`src/rtl/stac_pkg.sv`:
```
// Package for the software trigger acquisition controller.
// Assumes one clock domain; host commands arrive as one-cycle pulses.
package stac_pkg;
   // ********************************************************
   // Widths
   // ********************************************************
   localparam int EXP_W  = 24;
   localparam int PER_W  = 32;
   localparam int RDO_W  = 24;
   // ********************************************************
   // Configuration encodings
   // ********************************************************
   localparam logic [1:0] TRIG_ACQ_START = 2'h0;
   localparam logic [1:0] TRIG_SRC_SOFT  = 2'h0;
   localparam logic       EXP_TIMED      = 1'h0;
   localparam logic       RUN_ONE_SHOT   = 1'h0;
   localparam logic       RUN_CONTINUOUS = 1'h1;
   // ********************************************************
   // Reset values and counts
   // ********************************************************
   localparam logic [EXP_W-1:0] EXP_ZERO  = 24'h000000;
   localparam logic [EXP_W-1:0] EXP_ONE   = 24'h000001;
   localparam logic [PER_W-1:0] PER_ZERO  = 32'h00000000;
   localparam logic [PER_W-1:0] PER_ONE   = 32'h00000001;
   localparam logic [RDO_W-1:0] RDO_ZERO  = 24'h000000;
   localparam logic [RDO_W-1:0] RDO_ONE   = 24'h000001;
   // Readout length in cycles when the datapath gives no done
   localparam logic [RDO_W-1:0] RDO_CYCLES = 24'h000100;
   // ********************************************************
   // States
   // ********************************************************
   typedef enum logic [1:0] {
      ST_DISARMED = 2'b00,
      ST_ARMED    = 2'b01,
      ST_EXPOSE   = 2'b10,
      ST_READOUT  = 2'b11
   } stac_state_t;
endpackage

```
`src/rtl/stac_ctrl.sv`:
```
// Software trigger acquisition controller, top level.
// Assumes host commands are single-cycle pulses on this clock.
`timescale 1ns/1ps
`default_nettype none
module stac_ctrl
   import stac_pkg::*;
(
   input  wire logic                      clock,
   input  wire logic                      rst,
   input  wire logic                      ce,
   input  wire logic [1:0]                trigger_target_select,
   input  wire logic                      trigger_gate_switch,
   input  wire logic [1:0]                trigger_origin_select,
   input  wire logic                      exposure_length_policy,
   input  wire logic                      capture_run_policy,
   input  wire logic [stac_pkg::EXP_W-1:0] exposure_length_setting,
   input  wire logic                      capture_rate_ceiling_enable,
   input  wire logic [stac_pkg::PER_W-1:0] capture_rate_ceiling,
   input  wire logic [stac_pkg::PER_W-1:0] config_min_period,
   input  wire logic                      capture_arm_cmd,
   input  wire logic                      capture_disarm_cmd,
   input  wire logic                      host_fire_cmd,
   input  wire logic                      readout_done,
   output logic                           capture_readiness_flag,
   output logic                           exposure_active,
   output logic                           readout_start,
   output logic                           readout_active,
   output logic                           armed
);
   import stac_pkg::*;

   // ********************************************************
   // State
   // ********************************************************
   typedef struct packed {
      stac_state_t             state;
      logic                    stay_armed;
      logic [EXP_W-1:0]        exp_cnt;
      logic [RDO_W-1:0]        rdo_cnt;
      logic                    rdo_start;
   } stac_ctl_t;

   stac_ctl_t st_ff;
   stac_ctl_t nxt_st;
   logic      sw_trig_cfg;
   logic      rate_ok;
   logic      fire_ok;
   logic      busy;

   // configuration decode, host sets these fields
   assign sw_trig_cfg = (trigger_target_select == TRIG_ACQ_START) &&
                        trigger_gate_switch &&
                        (trigger_origin_select == TRIG_SRC_SOFT) &&
                        (exposure_length_policy == EXP_TIMED);

   // Readout overlaps nothing; a new exposure waits for it
   assign busy = (st_ff.state == ST_EXPOSE) ||
                 (st_ff.state == ST_READOUT);

   // low from exposure start until readout ends and rate allows
   assign capture_readiness_flag = (st_ff.state == ST_ARMED) && rate_ok
                                   && sw_trig_cfg;

   // fires when not ready are dropped
   // Disarm in the same cycle wins over a fire
   assign fire_ok = host_fire_cmd && capture_readiness_flag &&
                    !capture_disarm_cmd;

   // ********************************************************
   // Rate limiter
   // ********************************************************
   // ceiling period used when slower
   // maximum rate clamps a faster ceiling
   // only maximum applies with ceiling off
   stac_rate_limit #(
      .W           (PER_W)
   ) u_rate (
      .clock       (clock),
      .rst         (rst),
      .ce          (ce),
      .start       (fire_ok),
      .ceil_en     (capture_rate_ceiling_enable),
      .ceil_period (capture_rate_ceiling),
      .min_period  (config_min_period),
      .rate_ok     (rate_ok)
   );

   // ********************************************************
   // Sequencer
   // ********************************************************
   always_comb begin
      nxt_st = st_ff;
      nxt_st.rdo_start = 1'b0;
      unique case (st_ff.state)
         ST_DISARMED: begin
            if (capture_arm_cmd) begin
               nxt_st.state = ST_ARMED;
               nxt_st.stay_armed = 1'b1;
            end
         end
         ST_ARMED: begin
            if (capture_disarm_cmd) begin
               nxt_st.state = ST_DISARMED;
               nxt_st.stay_armed = 1'b0;
            end else if (fire_ok) begin
               nxt_st.state = ST_EXPOSE;
               nxt_st.exp_cnt = (exposure_length_setting == EXP_ZERO) ?
                                EXP_ONE : exposure_length_setting;
               // one-shot uses up its single fire
               nxt_st.stay_armed = (capture_run_policy == RUN_CONTINUOUS);
            end
         end
         ST_EXPOSE: begin
            if (capture_disarm_cmd) begin
               nxt_st.stay_armed = 1'b0;
            end
            if (st_ff.exp_cnt == EXP_ONE) begin
               nxt_st.state = ST_READOUT;
               nxt_st.rdo_start = 1'b1;
               nxt_st.rdo_cnt = RDO_CYCLES;
            end else begin
               nxt_st.exp_cnt = st_ff.exp_cnt - EXP_ONE;
            end
         end
         ST_READOUT: begin
            if (capture_disarm_cmd) begin
               nxt_st.stay_armed = 1'b0;
            end
            if (st_ff.rdo_cnt != RDO_ZERO) begin
               nxt_st.rdo_cnt = st_ff.rdo_cnt - RDO_ONE;
            end
            if (readout_done || (st_ff.rdo_cnt == RDO_ONE)) begin
               nxt_st.state = (st_ff.stay_armed && !capture_disarm_cmd) ?
                              ST_ARMED : ST_DISARMED;
            end
         end
      endcase
   end

   always_ff @(posedge clock or posedge rst) begin
      if (rst) begin
         st_ff <= '{state: ST_DISARMED, stay_armed: 1'b0,
                    exp_cnt: EXP_ZERO, rdo_cnt: RDO_ZERO,
                    rdo_start: 1'b0};
      end else if (ce) begin
         st_ff <= nxt_st;
      end
   end

   assign exposure_active = (st_ff.state == ST_EXPOSE);
   assign readout_active  = (st_ff.state == ST_READOUT);
   assign readout_start   = st_ff.rdo_start;
   assign armed           = (st_ff.state == ST_ARMED) || (busy &&
                            st_ff.stay_armed);
endmodule
`default_nettype wire

```
`src/rtl/stac_rate_limit.sv`:
```
// Rate limiter: spacing counter between accepted triggers.
// Assumes periods in clock cycles; larger period means lower rate.
`timescale 1ns/1ps
`default_nettype none
module stac_rate_limit
   import stac_pkg::*;
#(
   parameter int W = stac_pkg::PER_W
)(
   input  wire logic         clock,
   input  wire logic         rst,
   input  wire logic         ce,
   input  wire logic         start,
   input  wire logic         ceil_en,
   input  wire logic [W-1:0] ceil_period,
   input  wire logic [W-1:0] min_period,
   output logic              rate_ok
);
   typedef struct packed {
      logic [W-1:0] cnt;
   } stac_rl_t;

   stac_rl_t st_ff;
   stac_rl_t nxt_st;
   logic [W-1:0] limit;

   // Larger of the two periods wins while ceil_en is set
   always_comb begin
      limit = min_period;
      if (ceil_en && (ceil_period > min_period)) begin
         limit = ceil_period;
      end
   end

   always_comb begin
      nxt_st = st_ff;
      if (start) begin
         nxt_st.cnt = (limit > PER_ONE) ? limit - PER_ONE : PER_ZERO;
      end else if (st_ff.cnt != PER_ZERO) begin
         nxt_st.cnt = st_ff.cnt - PER_ONE;
      end
   end

   always_ff @(posedge clock or posedge rst) begin
      if (rst) begin
         st_ff <= '0;
      end else if (ce) begin
         st_ff <= nxt_st;
      end
   end

   assign rate_ok = (st_ff.cnt == PER_ZERO);
endmodule
`default_nettype wire

```
`config.mk`:
```
export PLATFORM = sky130hd
export DESIGN_NAME = stac_ctrl
export DESIGN_NICKNAME = d
export VERILOG_FILES = /design/src/rtl/stac_pkg.sv /design/src/rtl/stac_ctrl.sv /design/src/rtl/stac_rate_limit.sv
export SDC_FILE = /design/constraint.sdc
export NUM_CORES = 1
export LEC_CHECK = 0
export BUFFER_PORTS_ARGS = -buffer_cell sky130_fd_sc_hd__buf_2
export CAP_MARGIN = 15
export CORE_AREA = 2 2 134 149
export DETAILED_ROUTE_END_ITERATION = 8
export DIE_AREA = 0 0 136 151
export PLACE_DENSITY_LB_ADDON = 0.05
export SLEW_MARGIN = 30
export SYNTH_ARGS = -nofsm -noshare
export SYNTH_HDL_FRONTEND = slang
export SYNTH_SLANG_ARGS = --single-unit
```
`constraint.sdc`:
```
create_clock -name clock -period 5.5 [get_ports clock]
set_input_delay 0.55 -clock clock [delete_from_list [all_inputs] [get_ports clock]]
set_output_delay 0.55 -clock clock [all_outputs]
set_load 0.005 [all_outputs]
```
; ---- Word-level counts from Yosys, hierarchy flattened
; Cells that the tools add are included.
[op_classes]
add_sub_neg = 4
n_lt_le_gt_ge = 2
eq_ne = 13
n_mux = 20
bitwise = 1
reduce_logical = 29
[ops]
columns = operator, count
row1 = 32-bit 2-to-1 mux, 4
row2 = 24-bit 2-to-1 mux, 4
row3 = 24-bit one-hot mux with 2 select lines, 2
row4 = 32-bit by 1-bit subtractor with 32-bit output (second input constant), 2
row5 = 24-bit by 1-bit equality test with 1-bit output (second input constant), 2
row6 = 24-bit by 1-bit subtractor with 24-bit output (second input constant), 2
row7 = 32-bit by 1-bit > comparator with 1-bit output (second input constant), 1
row8 = 32-bit > comparator, 1
row9 = 32-bit zero test, 1
row10 = 32-bit nonzero test, 1
row11 = 27-bit 2-to-1 mux, 1
row12 = 25-bit 2-to-1 mux, 1
row13 = 24-bit zero test, 1
row14 = 24-bit nonzero test, 1
row15 = 3-bit one-hot mux with 4 select lines, 1
row16 = 1-bit logical AND, 10
row17 = 5-bit AND reduction, 2
row18 = 2-bit inequality test (second input constant), 4
row19 = 2-bit zero test, 3
row20 = 3-bit 2-to-1 mux, 2
row21 = 2-bit by 1-bit inequality test with 1-bit output (second input constant), 3
row22 = 2-bit nonzero test, 3
row23 = 2-bit equality test (second input constant), 2
row24 = 2-bit 2-to-1 mux, 2
row25 = other kinds (9), 13
[word_totals]
ff_bits = 84
input_bits = 103
out_inout_bits = 5
wordCells = 75

; ---- Longest topological paths before layout
[depth]
word_depth = 10
mapped_depth = 19
depth_no_buf = 17

; ---- Hierarchy
; A second synthesis with hierarchy kept.
[unflattened]
cells_unflattened = 972
area_unflattened_um2 = 7652.3
[by_module_without_submodules]
columns = module, n_inst, cells_each, area_each_um2, seq_area_each_um2
row1 = stac_rate_limit, 1, 589, 4418.0, 800.8
row2 = stac_ctrl, 1, 383, 3234.4, 1301.2

; ---- Least setup slack after synthesis
; No wires, ideal clock.
[synth_timing]
path_type = input to register
startpoint = in config_min_period[13] in the netlist's numbering
endpoint = reg u_rate.st_ff[22] in the netlist's numbering
setup_ps = 83
arrival_time_ps = 4624
t_required_ps = 5417
setup_slack_ps = 793
cell_stages = 17
path_buffers = 1
cell_sequence = inv_1 ha_1 a21o_1 a21o_1 a221o_1 o311ai_0 nand2_1 clkbuf_1 mux2i_1 ha_1 inv_1 or4b_2 nor3b_2 nand2_1 xor2_1 mux2_2 o21ai_0
[synth_via]
elab_chain_cells = 6
word_cells_on_any_way = 7
classes_between = add/sub: 1 / order compare: 2 / mux: 3 / reduce/logical: 1
[synth_lines]
columns = item, line_no
row1 = from (decl), stac_ctrl.sv:19  ; input wire logic [stac_pkg::PER_W-1:0] config_min_period,
row2 = 32-bit > comparator, stac_rate_limit.sv:30  ; if (ceil_en && (ceil_period > min_period)) begin
row3 = 1-bit logical AND, stac_rate_limit.sv:30
row4 = 32-bit 2-to-1 mux *, stac_rate_limit.sv:30
row5 = 32-bit by 1-bit subtractor with 32-bit output / 32-bit by 1-bit > comparator with 1-bit output (equally long branches), stac_rate_limit.sv:38  ; nxt_st.cnt = (limit > PER_ONE) ? limit - PER_ONE : PER_ZERO;
row6 = 32-bit 2-to-1 mux *, stac_rate_limit.sv:38
row7 = 32-bit 2-to-1 mux *, stac_rate_limit.sv:37  ; if (start) begin
row8 = to (signal assigned), stac_rate_limit.sv:48  ; st_ff <= nxt_st;
row9 = to (decl), stac_rate_limit.sv:23  ; stac_rl_t st_ff;
; Every way passes the cells marked *; elsewhere a longest branch is shown, timed or not.
; A chain may end at the register's enable or synchronous reset.

; ---- Worst setup path in the final report
; Same ends and word-level chain as after synthesis.

==> metrics.md <==
| Metric | Value |
|---|---|
| Outcome | completed |
| Via count | ~7,200 |
| Synth cell count leaders | nor2_1 (105), dfrtp_1 (84), o21ai_0 (82) |
| Drt initial violations | around 320 |
| Async S/R FF share, synth | 1.00 |
| Routed wire length | 21.4 mm |
| GP Congestion | 0.856 |
| Leakage | about 3.6 nW |
| Fin nets | around 1,200 |
| Slew of the pin with the lowest slew margin | 0.864 ns |
| Worst setup SP type | input pin |
| Synth Net Count | between 1,000 and 1,500 |
| Hold WC Path Type | input pin to asynchronous set/reset pin |
| Gr ovfl total | 0 |
| Share of cells above drive strength 1 | 0.169 |
| Multi-input logic area | around 5000 um2 |
| Die width | around 140 um |
| Register area | about 2100 um2 |
| Nature of the critical path endpoint | flop |
| Simple-gate share of the synthesized area | 0.291 |
| Initial Utilization | 0.393 |
| Fillers | between 1,500 and 2,000 |
| Die area | 20,500 um2 |
| Tcrit/Tclk final | 0.849 |
| Cell count after placement | between 1,000 and 1,500 |
| Total negative slack | 0 ns |
| Synthesized flop and latch total | 84 |
| Place WS | around 0.51 ns |
| Mux share of post-synthesis cell area | 0.0412 |
| CTS Hold Buffers Added | 0 |
| Final setup fails | 0 |
| Skew final | ~0.011 ns |
| First-pass GRT wire length | ~35 mm |
| Final ANT Viol Nets | 0 |
| Row count | 53 |
| Cts repair resizes | 0 |
| CTS tree | built |
| Clock Tree Root | clkbuf_16 |
| Vias/cell | roughly 5.6 |
| Max_cap viols | 0 |
| Finished Layout Cells | ~1,300 |
| Routed len/inst | 16.6 um |
| Worst path required time | ~5.8 ns |
| Post-synth top area share | 0.282 |
| Fmax | approximately 210 MHz |
| Netlist cell types | 75 |
| Final hold slack | 0.152 ns |
| Final setup margin | 0.829 ns |
| Antenna violations before repair | 0 |
| DRC | 0 |
| Area grow syn2layout | 15.2% |
| Main combinational cell family by area after synthesis | simple AND/OR/NAND/NOR gates |
| Register area share after synthesis | 0.282 |
| Largest net degree at the start of global routing | a little under 70 |
| Die Y | 151 um |
| Sink Count | 84 |
| Synth Flop Type | dfrtp_1 |
| Final Hold Fails | 0 |
| Most frequent cell after synthesis | nor2_1 |
| Post-DP HPWL | between 15 and 20 mm |
| CP Max Fanout | 8 |
| Yosys top cell by area | dfrtp_1 |
| Syn Inst Count | between 900 and 1,000 |
| Clock transition at path regs | 0.07 ns |
| Worst path arrival time | about 4.9 ns |
| Tmin final | around 4.7 ns |
| Largest cells by area after synthesis | dfrtp_1 (28%), ha_1 (6.6%), o21ai_0 (5.5%), nor2_1 (5.3%), xnor2_1 (4.4%) |
| Vias in the first global route | around 7,000 |
| Slew margin rel. | 0.424 |
| Postcts setup bufs | 0 |
| IO Port Bufs | approximately 110 |
| Crit path kind | input pin to flop |
| Iteration count of the initial detailed-routing pass | 4 |
| R2r setup slk | between 1.5 and 2 ns |
| Compound-Gate Fraction of Synth Area | 0.197 |
| Core Footprint | 19,000 um2 |
| Worst vdd ir | about 0.17 mV |
| Synth Area in Adders | 0.0655 |
| Total Routing Usage GR | 0.213 |
| Pwr dens | approximately 320 nW/um2 |
| Skew-Pair Late Insertion Delay | approximately 0.34 ns |
| Number of buffers created by CTS | 9 |
| Mapped Area | between 7000 and 8000 um2 |
| Syn avg cell area | just under 8 um2 |
| Htree depth | 3 |
| YS warnings | 0 |
| Count of pins over their slew limit | 0 |
| I/O pin total | 108 |
| EDFF count, synth | 0 |
| CTS max path bufs | 2 |
| Post-Synth XOR/XNOR Area | 0.0753 |
| RSZ-0062 raised after global routing | false |
| Antenna diode instance count | 0 |
==> report_power, final <==
| part | leakage [nW] | switching [mW] | internal [mW] |
|---|---|---|---|
| Combinational | 2.45 | 0.619 | 0.444 |
| Sequential | 1.05 | 0.239 | 0.834 |
| Clock | 0.135 | 0.267 | 0.322 |
==> sequential cells by signal (all words and copies together), names as in the netlist, named ones only <==
register,count
st_ff,50
u_rate.st_ff,32
readout_start,1
==> cell usage in the layout, fill, tap and decap left out, types with 10 or more instances in the layout <==
cell type | Yosys | layout
buf_2 | 9 | 107
nor2_1 | 105 | 105
dfrtp_1 | 84 | 84
o21ai_0 | 82 | 82
nand2_1 | 66 | 66
a21oi_1 | 61 | 61
inv_1 | 52 | 51
nor3_1 | 45 | 44
ha_1 | 39 | 39
xnor2_1 | 37 | 37
nor4_1 | 36 | 34
nand3_1 | 31 | 31
xor2_1 | 27 | 27
mux2i_1 | 25 | 25
nand4_1 | 18 | 18
or4_1 | 16 | 16
buf_4 | 1 | 15
a22oi_1 | 14 | 14
or3_1 | 13 | 13
o21ai_1 | 11 | 10
==> metal layers <==
metal / wire (um) / GRT usage / vias up / part of all wire
met5: 0 / 0 / - / 0
met4: 231 / 0.0448 / 0 / 0.011
met3: 699 / 0.0228 / 16 / 0.033
met2: 10200 / 0.364 / 137 / 0.48
met1: 10300 / 0.290 / 3390 / 0.48
li1: - / - / 3683 / -
==> stage by stage <==
stage / utilization / power, mW / cell area [um2]
after CTS: 0.451 / 2.74 / 8540
after floorplan: - / 1.84 / 7450
final: 0.452 / 2.73 / 8580
after global placement: 0.435 / 2.13 / 8260
after detailed placement: 0.435 / 2.14 / 8260
after global routing: 0.452 / 2.96 / 8580
==> final cells by class <==
class | instances | share of cell area
multi-input combinational | 771 | 0.585
clock inverter | 6 | 0.00540
sequential | 84 | 0.245
tap | 247 | 0.0360
inverter | 52 | 0.0229
clock buffer | 10 | 0.0279
timing repair buffer | 123 | 0.0779
==> cells by family (layout without fill, tap and decap cells) <==
group	Yosys count	in the layout
AO/OA/AOI/OAI	240	240
AND/OR/NAND/NOR	398	398
XOR/XNOR	64	64
adder cells (fa/ha/maj)	39	39
buffers and inverters	89	191
multiplexers	30	30
flip-flops	84	84
==> worst max-delay path: stages <==
cell and delay, ns:
buf_2 0.12, inv_1 0.07, ha_1 0.29, nand4_1 0.16
nor4_1 0.57, a21bo_2 0.24, a41oi_1 0.12, nor2_1 0.24
o21ai_0 0.18, inv_1 0.10, ha_1 0.32, inv_1 0.12
or4b_2 0.75, nor3b_2 0.43, nand2_1 0.12, xor2_1 0.15
mux2_2 0.26, o21ai_0 0.13
==> path summary, 6_finish.rpt <==
kind	from	end	cells past startpoint
max in group asynchronous	rst	u_rate.st_ff[31]$_DFFE_PP0P_	4
max	config_min_period[13]	u_rate.st_ff[22]$_DFFE_PP0P_	18
max reg2reg	u_rate.st_ff[8]$_DFFE_PP0P_	u_rate.st_ff[0]$_DFFE_PP0P_	8
min in group clock	readout_start$_DFFE_PP0P_	readout_start$_DFFE_PP0P_	1
min reg2reg	readout_start$_DFFE_PP0P_	readout_start$_DFFE_PP0P_	1
min	rst	st_ff[45]$_DFFE_PP0P_	2
Note: power is estimated with default switching activity, not from simulation.
